**config.mk**
```make
export PLATFORM = sky130hd
export DESIGN_NAME = rhc_core
export DESIGN_NICKNAME = d
export VERILOG_FILES = /design/src/core/rhc_pkg.sv /design/src/core/rhc_core.sv
export SDC_FILE = /design/constraint.sdc
export NUM_CORES = 1
export LEC_CHECK = 0
export BUFFER_PORTS_ARGS = -buffer_cell sky130_fd_sc_hd__clkbuf_2
export CAP_MARGIN = 20
export CORE_AREA = 2 2 186 188
export CTS_CLUSTER_DIAMETER = 120
export DETAILED_ROUTE_END_ITERATION = 10
export DIE_AREA = 0 0 188 190
export HOLD_SLACK_MARGIN = 0.1
export PLACE_DENSITY = 0.75
export SKIP_CTS_REPAIR_TIMING = 1
export SYNTH_ARGS = -nofsm -noshare
export SYNTH_HDL_FRONTEND = slang
export SYNTH_SLANG_ARGS = --single-unit
```
**constraint.sdc**
```tcl
create_clock -name clk -period 4.2 [get_ports clk]
set_clock_uncertainty 0.2 [all_clocks]
set_input_delay 0.63 -clock clk [delete_from_list [all_inputs] [get_ports clk]]
set_output_delay 0.63 -clock clk [all_outputs]
set_load 0.01 [all_outputs]
```
**src/core/rhc_pkg.sv**
```systemverilog
package rhc_pkg;

  // ==========================================================================
  // Register map (byte addresses)
  localparam logic [7:0] RHC_CTRL_OFS    = 8'h00;
  localparam logic [7:0] RHC_STAT_OFS    = 8'h04;
  localparam logic [7:0] RHC_AR_OFS      = 8'h08;
  localparam logic [7:0] RHC_PC_OFS      = 8'h0C;
  localparam logic [7:0] RHC_VMA_OFS     = 8'h10;
  localparam logic [7:0] RHC_MQ_OFS      = 8'h14;
  localparam logic [7:0] RHC_ARX_OFS     = 8'h18;
  localparam logic [7:0] RHC_IOBUS_OFS   = 8'h1C;

  // ==========================================================================
  // Control register bit positions (write 1 = pulse unless noted)
  localparam int RHC_CB_RUN_SET   = 0;
  localparam int RHC_CB_RUN_CLR   = 1;
  localparam int RHC_CB_RESUME    = 2;
  localparam int RHC_CB_HALT_INS  = 3;
  localparam int RHC_CB_PRIV      = 4;   // Level: privileged mode
  localparam int RHC_CB_LOAD_CS   = 5;   // Microprogram loaded
  localparam int RHC_CB_DEC       = 6;   // Pulse: memory ack
  localparam int RHC_CB_IOACK     = 7;   // Pulse: io handshake done

  // ==========================================================================
  // Widths and constants
  localparam int          RHC_W          = 36;
  localparam int          RHC_AW         = 23;
  localparam logic [22:0] RHC_INTR_BASE  = 23'h000020; // Octal 40
  localparam logic [1:0]  RHC_SYNC_CYC   = 2'h3;
  localparam logic [3:0]  RHC_FN_STD0    = 4'h0;
  localparam logic [3:0]  RHC_FN_STD1    = 4'h1;
  localparam logic [3:0]  RHC_FN_DISP    = 4'h2;
  localparam logic [3:0]  RHC_FN_INCDEC  = 4'h3;
  localparam logic [3:0]  RHC_FN_DOUT    = 4'h4;
  localparam logic [3:0]  RHC_FN_DIN     = 4'h5;
  localparam logic [3:0]  RHC_FN_FRONT   = 4'h6;
  localparam int          RHC_FN_LSB     = 32;  // Code in top 4 bits
  localparam int          RHC_DEC_BIT    = 31;  // 1 = decrement
  localparam int          RHC_CH_LSB     = 23;

  // ==========================================================================
  // Sequencer states
  typedef enum logic [4:0] {
    RHC_DIAG, RHC_DISPATCH, RHC_HALT_ENTER, RHC_TIGHT, RHC_INTR_WAIT,
    RHC_INTR_DECODE, RHC_FETCH, RHC_RD, RHC_WR, RHC_IO_OUT, RHC_IO_IN,
    RHC_NEXT_REQ, RHC_NOOP, RHC_EXEC, RHC_FRONT
  } rhc_state_t;

endpackage : rhc_pkg

```
**src/core/rhc_core.sv**
```systemverilog
// How it works
// - Cond/data in loads arith_reg from bus; outs drive adder output.
// - Interrupt work starts only after word held and handshake done.
// - Copy word to mult_quot_reg; dispatch on shift_matrix bits 00-03.
// - Codes 0/1 fetch from address 40 + 2n, channel n 1-7.
// - Standard interrupt fetch asserts executive-table qualifier.
// - Code 2 fetches device virtual address, no qualifier, into ext reg.
// - Increment/decrement reads word, adds or subtracts one, writes back.
// - Code 4 reads then outputs word; code 5 inputs word then stores.
// - Code 6 alone reserved for front-end examine/deposit/byte transfers.
// - Reset clears control store; zero dispatch means diagnostic state.
// - Halt loop entered at dispatch when run and intr cycle are clear.
// - Continue sets continue_sync for exactly three clocks.
// - instr_go_flag set by continue, held until halt instruction.
// - run_state is run source and instr_go_flag both true.
// - Halt entry clears arith_reg, sets halt, swaps counter and address.
// - Halted with interrupt: service; codes 0-2 fetch and execute, other codes take next request, no-op, clear; then redispatch.
// - Halted without interrupt: loop testing start and interrupt requests.
// - Halt clears only instr_go_flag, and only in privileged modes.
// - Run clear drops run source; tight loop at next dispatch.
// - Nonzero arith_reg on resume executes with counter advance blocked.
// - Zero arith_reg on resume fetches at counter, executes, advances.
// - Interrupts sampled only at next-instruction dispatch and in the halt loop.
//
// Local design decisions: the AHB-Lite interface to the registers and the address map.
module rhc_core import rhc_pkg::*; (
  // Clock and reset
  input  wire logic              clk,
  input  wire logic              srst,
  // AHB-Lite slave
  input  wire logic              hsel,
  input  wire logic [31:0]       haddr,
  input  wire logic [1:0]        htrans,
  input  wire logic              hwrite,
  input  wire logic [2:0]        hsize,
  input  wire logic [31:0]       hwdata,
  input  wire logic              hready,
  output logic [31:0]            hrdata,
  output logic                   hreadyout,
  output logic                   hresp,
  // I/O bus
  input  wire logic              intr_req,
  input  wire logic [RHC_W-1:0]  io_bus_in,
  output logic [RHC_W-1:0]       io_bus_out,
  output logic                   io_bus_oe,
  // Memory control unit
  input  wire logic [RHC_W-1:0]  mem_rdata,
  output logic                   mem_req,
  output logic                   mem_write,
  output logic                   mem_exec_table,
  output logic [RHC_AW-1:0]      mem_addr,
  output logic [RHC_W-1:0]       mem_wdata,
  // Status
  output logic                   run_state,
  output logic                   continue_sync,
  output logic                   halt_flag
);

  // ==========================================================================
  // State
  typedef struct packed {
    rhc_state_t        st;
    logic              cs_loaded;
    logic              run_src;
    logic              instr_go;
    logic [1:0]        sync_cnt;
    logic              halt;
    logic              intr_cycle;
    logic              adv_block;
    logic              priv;
    logic              mem_ack;
    logic              io_ack;
    logic              io_oe;
    logic              wr_pend;
    logic              req;
    logic              wr;
    logic              exec_process_table;
    logic [RHC_AW-1:0] addr;
    logic [RHC_W-1:0]  wdata;
    logic [RHC_W-1:0]  ar;
    logic [RHC_W-1:0]  arith_ext_reg;
    logic [RHC_W-1:0]  mq;
    logic [RHC_W-1:0]  adder;
    logic [RHC_AW-1:0] pc;
    logic [RHC_AW-1:0] virt_addr_reg;
    logic [3:0]        fn;
    logic [7:0]        ad;
    logic [31:0]       rdata;
  } rhc_regs_t;

  rhc_regs_t r_q, r_d;

  function automatic logic [RHC_AW-1:0] vaddr(input logic [RHC_W-1:0] w);
    vaddr = w[RHC_AW-1:0];
  endfunction : vaddr

  function automatic logic [31:0] lo32(input logic [RHC_W-1:0] w);
    lo32 = w[31:0];
  endfunction : lo32

  // Shift matrix passes arith_reg straight; code is output bits 00-03
  logic [RHC_W-1:0] shift_matrix;
  logic [3:0]       sh_code;
  logic [2:0]       chan;
  logic             wr_now;
  assign shift_matrix = r_q.ar;
  assign sh_code      = shift_matrix[RHC_FN_LSB +: 4];
  assign chan         = r_q.ar[RHC_CH_LSB +: 3];
  assign wr_now = r_q.wr_pend;

  // ==========================================================================
  // Next state
  always_comb begin
    r_d = r_q;
    r_d.io_ack = 1'b0;
    // Memory ack is one cycle so a stale ack never ends the next request
    r_d.mem_ack = 1'b0;
    r_d.wr_pend = 1'b0;
    if (r_q.sync_cnt != 2'h0) begin
      r_d.sync_cnt = r_q.sync_cnt - 2'h1;
    end
    // Bus address phase
    if (hsel && hready && htrans[1]) begin
      r_d.ad      = haddr[7:0];
      r_d.wr_pend = hwrite;
    end
    // Read data latched at address phase so it stands in the data phase
    if (hsel && hready && htrans[1] && !hwrite) begin
      unique case (haddr[7:0])
        RHC_CTRL_OFS:  r_d.rdata = {24'h000000, 1'b0, r_q.mem_ack, 1'b0,
                                    r_q.cs_loaded, r_q.priv, 3'h0};
        RHC_STAT_OFS:  r_d.rdata = {21'h000000, r_q.st, r_q.intr_cycle,
                                    r_q.halt, r_q.instr_go, r_q.run_src,
                                    (r_q.run_src && r_q.instr_go),
                                    r_q.adv_block};
        RHC_AR_OFS:    r_d.rdata = lo32(r_q.ar);
        RHC_PC_OFS:    r_d.rdata = {9'h000, r_q.pc};
        RHC_VMA_OFS:   r_d.rdata = {9'h000, r_q.virt_addr_reg};
        RHC_MQ_OFS:    r_d.rdata = lo32(r_q.mq);
        RHC_ARX_OFS:   r_d.rdata = lo32(r_q.arith_ext_reg);
        RHC_IOBUS_OFS: r_d.rdata = lo32(r_q.adder);
        default:       r_d.rdata = 32'h00000000;
      endcase
    end
    if (wr_now) begin
      if (r_q.ad == RHC_CTRL_OFS) begin
        r_d.priv    = hwdata[RHC_CB_PRIV];
        r_d.mem_ack = hwdata[RHC_CB_DEC];
        r_d.io_ack  = hwdata[RHC_CB_IOACK];
        if (hwdata[RHC_CB_LOAD_CS]) begin
          r_d.cs_loaded = 1'b1;
        end
        if (hwdata[RHC_CB_RUN_SET]) begin
          r_d.run_src = 1'b1;
        end
        if (hwdata[RHC_CB_RUN_CLR]) begin
          r_d.run_src = 1'b0;
        end
        if (hwdata[RHC_CB_RESUME]) begin
          r_d.sync_cnt = RHC_SYNC_CYC;
          r_d.instr_go = 1'b1;
        end
        if (hwdata[RHC_CB_HALT_INS] && r_q.priv) begin
          r_d.instr_go = 1'b0;
        end
      end else if (r_q.ad == RHC_AR_OFS) begin
        r_d.ar = {4'h0, hwdata};
      end else if (r_q.ad == RHC_PC_OFS) begin
        r_d.pc = hwdata[RHC_AW-1:0];
      end
    end
    r_d.req = 1'b0;
    unique case (r_q.st)
      RHC_DIAG: begin
        if (r_q.cs_loaded) begin
          r_d.st = RHC_DISPATCH;
        end
      end
      RHC_DISPATCH: begin
        if (intr_req) begin
          r_d.st = RHC_INTR_WAIT;
        end else if (!(r_q.run_src && r_q.instr_go) && !r_q.intr_cycle) begin
          r_d.st = RHC_HALT_ENTER;
        end else begin
          r_d.st   = RHC_FETCH;
          r_d.addr = r_q.pc;
          r_d.exec_process_table  = 1'b0;
          r_d.req  = 1'b1;
        end
        r_d.intr_cycle = 1'b0;
      end
      RHC_HALT_ENTER: begin
        r_d.ar   = '0;
        r_d.halt = 1'b1;
        r_d.pc   = r_q.virt_addr_reg;
        r_d.virt_addr_reg  = r_q.pc;
        r_d.st   = RHC_TIGHT;
      end
      RHC_TIGHT: begin
        if (r_q.sync_cnt != 2'h0) begin
          r_d.halt = 1'b0;
          r_d.adv_block = (r_q.ar != '0);
          if (r_q.ar != '0) begin
            r_d.st = RHC_EXEC;
          end else begin
            r_d.st   = RHC_FETCH;
            r_d.addr = r_q.pc;
            r_d.exec_process_table  = 1'b0;
            r_d.req  = 1'b1;
          end
        end else if (intr_req) begin
          r_d.st = RHC_INTR_WAIT;
        end
      end
      RHC_INTR_WAIT: begin
        r_d.ar = io_bus_in;
        if (r_q.io_ack) begin
          r_d.st = RHC_INTR_DECODE;
        end
      end
      RHC_INTR_DECODE: begin
        r_d.mq         = r_q.ar;
        r_d.fn         = sh_code;
        r_d.intr_cycle = 1'b1;
        r_d.exec_process_table        = 1'b0;
        r_d.addr       = vaddr(r_q.ar);
        r_d.req        = 1'b1;
        r_d.wr         = 1'b0;
        unique case (sh_code)
          RHC_FN_STD0, RHC_FN_STD1: begin
            r_d.addr = RHC_INTR_BASE + {19'h00000, chan, 1'b0};
            r_d.exec_process_table  = 1'b1;
            r_d.st   = RHC_FETCH;
          end
          RHC_FN_DISP:   r_d.st = RHC_FETCH;
          RHC_FN_INCDEC: r_d.st = RHC_RD;
          RHC_FN_DOUT:   r_d.st = RHC_RD;
          RHC_FN_DIN: begin
            r_d.req = 1'b0;
            r_d.st  = RHC_IO_IN;
          end
          RHC_FN_FRONT: begin
            r_d.req = 1'b0;
            r_d.st  = RHC_FRONT;
          end
          default: begin
            r_d.req = 1'b0;
            r_d.st  = RHC_NEXT_REQ;
          end
        endcase
      end
      RHC_FETCH: begin
        r_d.req = !r_q.mem_ack;
        if (r_q.mem_ack) begin
          r_d.arith_ext_reg = mem_rdata;
          r_d.exec_process_table = 1'b0;
          r_d.st  = RHC_EXEC;
        end
      end
      RHC_RD: begin
        r_d.req = !r_q.mem_ack;
        if (r_q.mem_ack) begin
          if (r_q.fn == RHC_FN_INCDEC) begin
            r_d.ar    = r_q.mq[RHC_DEC_BIT] ? mem_rdata - 36'h1
                                            : mem_rdata + 36'h1;
            r_d.wdata = r_d.ar;
            r_d.wr    = 1'b1;
            r_d.req   = 1'b1;
            r_d.st    = RHC_WR;
          end else begin
            r_d.ar = mem_rdata;
            r_d.st = RHC_IO_OUT;
          end
        end
      end
      RHC_WR: begin
        r_d.req = !r_q.mem_ack;
        if (r_q.mem_ack) begin
          r_d.wr = 1'b0;
          r_d.st = RHC_NEXT_REQ;
        end
      end
      RHC_IO_OUT: begin
        r_d.adder = r_q.ar;
        r_d.io_oe = 1'b1;
        if (r_q.io_ack) begin
          r_d.io_oe = 1'b0;
          r_d.st    = RHC_NEXT_REQ;
        end
      end
      RHC_IO_IN: begin
        if (r_q.io_ack) begin
          r_d.ar    = io_bus_in;
          r_d.wdata = io_bus_in;
          r_d.addr  = vaddr(r_q.mq);
          r_d.wr    = 1'b1;
          r_d.req   = 1'b1;
          r_d.st    = RHC_WR;
        end
      end
      RHC_FRONT: begin
        if (r_q.io_ack) begin
          r_d.st = RHC_NEXT_REQ;
        end
      end
      RHC_NEXT_REQ: r_d.st = RHC_NOOP;
      RHC_NOOP: begin
        r_d.intr_cycle = 1'b0;
        r_d.st         = RHC_DISPATCH;
      end
      RHC_EXEC: begin
        if (!r_q.adv_block) begin
          r_d.pc = r_q.pc + 23'h000001;
        end
        r_d.adv_block = 1'b0;
        r_d.ar        = '0;
        r_d.st        = RHC_DISPATCH;
      end
    endcase
    // Reset: control store cleared means diagnostic dispatch
    if (srst) begin
      r_d = '0;
      r_d.st = RHC_DIAG;
    end
  end

  always_ff @(posedge clk) begin
    r_q <= r_d;
  end

  // ==========================================================================
  // Outputs
  assign hrdata         = r_q.rdata;
  assign hreadyout      = 1'b1;
  assign hresp          = 1'b0;
  assign io_bus_out     = r_q.adder;
  assign io_bus_oe      = r_q.io_oe;
  assign mem_req        = r_q.req;
  assign mem_write      = r_q.wr;
  assign mem_exec_table = r_q.exec_process_table;
  assign mem_addr       = r_q.addr;
  assign mem_wdata      = r_q.wdata;
  assign run_state      = r_q.run_src && r_q.instr_go;
  assign continue_sync  = (r_q.sync_cnt != 2'h0);
  assign halt_flag      = r_q.halt;

  // ==========================================================================
  // Assertions
  property p_reset_diag;
    @(posedge clk) srst |=> r_q.st == RHC_DIAG;
  endproperty
  a_reset_diag: assert property (p_reset_diag)
    else $error("reset not diagnostic");

  property p_sync3;
    @(posedge clk) disable iff (srst)
      $rose(continue_sync) |-> continue_sync [*3] ##1 !continue_sync;
  endproperty
  a_sync3: assert property (p_sync3)
    else $error("continue sync length wrong");

  property p_run;
    @(posedge clk) run_state |-> r_q.instr_go && r_q.run_src;
  endproperty
  a_run: assert property (p_run)
    else $error("run state without sources");

  property p_halt_entry;
    @(posedge clk) disable iff (srst)
      r_q.st == RHC_HALT_ENTER |=> halt_flag && r_q.ar == '0
        && r_q.pc == $past(r_q.virt_addr_reg);
  endproperty
  a_halt_entry: assert property (p_halt_entry)
    else $error("halt entry wrong");

  property p_to_halt;
    @(posedge clk) disable iff (srst)
      r_q.st == RHC_DISPATCH && !intr_req && !run_state && !r_q.intr_cycle
        |=> r_q.st == RHC_HALT_ENTER;
  endproperty
  a_to_halt: assert property (p_to_halt)
    else $error("halt loop not entered");

  property p_decode;
    @(posedge clk) disable iff (srst)
      r_q.st == RHC_INTR_WAIT && r_q.io_ack |=> r_q.st == RHC_INTR_DECODE
        ##1 r_q.mq == $past(r_q.ar);
  endproperty
  a_decode: assert property (p_decode)
    else $error("interrupt word not copied");

  property p_std;
    @(posedge clk) disable iff (srst)
      r_q.st == RHC_INTR_DECODE && sh_code == RHC_FN_STD1 |=> mem_exec_table
        && mem_addr == RHC_INTR_BASE + {19'h00000, $past(chan), 1'b0};
  endproperty
  a_std: assert property (p_std)
    else $error("standard address wrong");

  property p_disp;
    @(posedge clk) disable iff (srst)
      r_q.st == RHC_INTR_DECODE && sh_code == RHC_FN_DISP |=> !mem_exec_table;
  endproperty
  a_disp: assert property (p_disp)
    else $error("dispatch used table");

  property p_go_halt;
    @(posedge clk) disable iff (srst)
      $fell(r_q.instr_go) |-> $past(r_q.priv) && r_q.run_src == $past(r_q.run_src);
  endproperty
  a_go_halt: assert property (p_go_halt)
    else $error("halt clear wrong");

  c_halt: cover property (@(posedge clk) r_q.st == RHC_TIGHT);
  c_std:  cover property (@(posedge clk) r_q.st == RHC_FETCH && mem_exec_table);
  c_inc:  cover property (@(posedge clk) r_q.st == RHC_WR);
  c_exec: cover property (@(posedge clk) r_q.st == RHC_EXEC);

endmodule : rhc_core

```
==> flow_summary_export.csv <==
group,metric,value,unit
run_status,outcome,"completed",
yosys,ys_types,86,
drt,post-route-drc-count,0,
yosys,synth.ff_latch_count,305,
yosys,netlist_top_cells_area,"dfxtp_1, nand2_1, a21oi_1",
worst_setup_path,end_kind,"register",
power,peakVddDrop,0.359,mV
drt,num_vias,18063,
sta,rsz0062_at_grt,"false",
clock_network,clock-sinks,305,
yosys,synth_warnings,0,
sta,finalSetupTns,0,ns
sta,hold_violations,0,
drt,drt_pass1_iterations,8,
worst_setup_path,slowest_stage,"a221o_1",
hold_path,hold_path.class,"in2reg",
yosys,netlist_area,17600,um^2
die,row_count,68,
worst_setup_path,start_kind,"register",
clock_network,h-tree-depth,2,
worst_setup_path,cp_slowest_stage_delay,0.41,ns
drt,routed_via_density,6.34,
die,fp.dieW,188,um
yosys,avgSynthCellArea,7.57,um^2
clock_network,cts_buffer_depth,3,
worst_setup_path,path_cells,"buf_12, ha_1, nand4_2, o22ai_1, a211oi_2, nand2_1, a221o_1, and2_4, a211oi_1, mux2i_1, o211ai_1",
clock_network,root_buffer,"clkbuf_16",
clock_network,cts_buffers,35,
cells_and_area,n_antenna_cell,0,
die,die_h,190,um
worst_setup_path,path_class,"reg2reg",
die,io_pins,283,
die,coreArea,33900,um^2
global_route,antenna_found_initial,0,
sta,finalCritPeriodShare,85.9,%
sta,tightest_slew,0.973,ns
drt,drtIter0Drc,2533,
cells_and_area,drive_gt1_share,17.8,%
cells_and_area,fin_nets,2551,
placement,dp.cells,2786,
power,power.density,403,nW/um^2
yosys,ys_seq_area_share,34.6,%
die,design.die.area,35700,um^2
power,power_leakage,7.31,nW
yosys,synthArstFlopShare,0,%
global_route,grtUsageTotal,34.3,%
global_route,grt_pass1_wl,96.3,mm
yosys,synth_top_area_share,34.6,%
sta,period_needed,3.61,ns
yosys,synth_flop_cell,"dfxtp_1",
sta,setup_viol_count_final,0,
sta,drv_slew,0,
cells_and_area,finalNonFillerCells,2847,
cells_and_area,syn2layout_area_growth,10.5,%
job,maxCapViolations,0,
worst_setup_path,required,4.38,ns
placement,dp_hpwl,46.2,mm
yosys,synth_edf_count,0,
worst_setup_path,crit_fanout,40,
die,initial_utilization,51.9,%
clock_network,cts.reportedPaths.clkPinSlew,0.06,ns
sta,relSlewSlack,34.9,%
sta,max_freq,0.277,GHz
drt,post_drt_wl_per_cell,22.5,um
yosys,synthesis.nets,2514,
global_route,grt_max_degree,193,
yosys,yosysTopAreaCell,"dfxtp_1",
yosys,synth_cells,2331,
placement,port_buffers,252,
global_route,gr-total-overflow,0,
clock_network,cts_tree,"built",
drt,ant_nets,0,
global_route,grt_pass1_vias,16357,
placement,gp_congestion,0.965,
worst_setup_path,arrival,3.79,ns
clock_network,clk_latency,0.53,ns
drt,routed_wl,64.1,mm
-- kinds of logic after synthesis --
kind of cell / Yosys count / synth area share, %
AND/OR/NAND/NOR: 812 / 19.7
AO/OA/AOI/OAI: 739 / 27.4
buffers and inverters: 341 / 10.3
flip-flops: 305 / 34.6
XOR/XNOR: 51 / 2.53
multiplexers: 45 / 2.76
adder cells (fa/ha/maj): 36 / 2.60
other: 2 / 0.0426
-- power by group --
part / total, mW / switching [mW] / leakage, nW / internal, mW
sequential: 3.23 / 0.188 / 2.46 / 3.04
combinational: 1.47 / 0.968 / 4.27 / 0.501
clock: 3.14 / 1.29 / 0.577 / 1.85
total: 7.84 / 2.45 / 7.31 / 5.39
-- Yosys cell counts, drive strengths merged, types with 5 or more instances --
cell type,instances
ha,35
mux2i,16
nand2,433
a211oi,50
o21a,12
nand4,12
and2,5
and3,13
or3,7
xnor2,29
a31oi,34
a22oi,86
nor2,219
a311oi,5
nand2b,10
a21oi,299
mux2,29
nor3b,5
a221oi,41
o211ai,18
o21bai,7
o22ai,11
nor3,32
buf,165
clkbuf,147
inv,29
nand3,32
nor4,19
dfxtp,305
a222oi,43
xor2,22
o21ai,81
a21o,12
-- cell usage in the layout (no fill, tap or decap), drive strengths merged, types with 4 or more instances in the layout --
cell and n:
a21boi 4, a2111oi 4, xnor2 29, dfxtp 305, a211oi 50, nor2b 4, nor4 19, nand4 12
o21bai 7, clkbuf 295, mux2i 16, o21a 12, a22o 4, ha 35, a222oi 43, inv 31
o22ai 11, buf 61, a21oi 299, nor3b 5, o211ai 18, xor2 22, a21o 12, or3 7
o21ai 81, and3 13, clkinv 10, a221o 4, nand2 433, nand3 32, mux2 29, and2 5
a221oi 41, a31oi 34, a311oi 5, nor2 219, nor3 32, o31ai 4, nand2b 10, a22oi 86
-- flip-flops by register name, indices dropped and copies added (netlist names) --
signal and cells:
halt_flag 1, hrdata 32, io_bus_oe 1, io_bus_out 36, mem_addr 23, mem_exec_table 1, mem_req 1, mem_wdata 36
mem_write 1, r_q 136, shift_matrix 36, wr_now 1
-- through the flow --
stage	area, um^2	worst slack [ns]	hold WS [ns]	util, %	total power [mW]
floorplan	17600	0.579	0.231	-	4.29
global placement	18300	0.605	0.241	53.9	4.70
detailed placement	18300	0.467	0.248	53.9	4.72
CTS	19500	0.650	0.138	57.4	7.82
global route	19500	0.448	0.172	57.4	8.10
finish	19500	0.592	0.144	57.4	7.84
-- metal layers --
metal	routed length, um	global-route usage [%]	up-vias	part of all wire, %
li1	-	-	8301	-
met1	26700	47.9	8453	42
met2	27600	52.1	1163	43
met3	7540	7.23	146	12
met4	2270	12.6	0	3.5
met5	0	0	-	0
-- critical path: cells and delay by family (launching register included) --
kind | cells | cell delay [ns]
muxes | 1 | 0.27
AOI/OAI and AO/OA | 5 | 1.36
and+or+nand+nor | 3 | 0.60
adders and majority gates | 1 | 0.37
buffers and inverters | 1 | 0.24
DFF | 1 | 0.37
-- final timing paths --
kind         slack, ns  cells past startpoint                to           start
max               0.59                     11  shift_matrix[35]        r_q[157]
min               0.14                      2          r_q[307]       hwdata[1]
max reg2reg       0.59                     11  shift_matrix[35]        r_q[157]
min reg2reg       0.26                      2    io_bus_out[32]  io_bus_out[32]
-- area by class of cell --
| type | instances | area (um^2) |
|---|---|---|
| timing repair buffer | 312 | 1760 |
| clock inverter | 17 | 188 |
| inverter | 29 | 109 |
| clock buffer | 44 | 981 |
| sequential | 305 | 6110 |
| tap | 455 | 569 |
| multi-input combinational | 1685 | 9770 |
| fill | 3235 | 14500 |
Power figures use the tool's default switching activity.
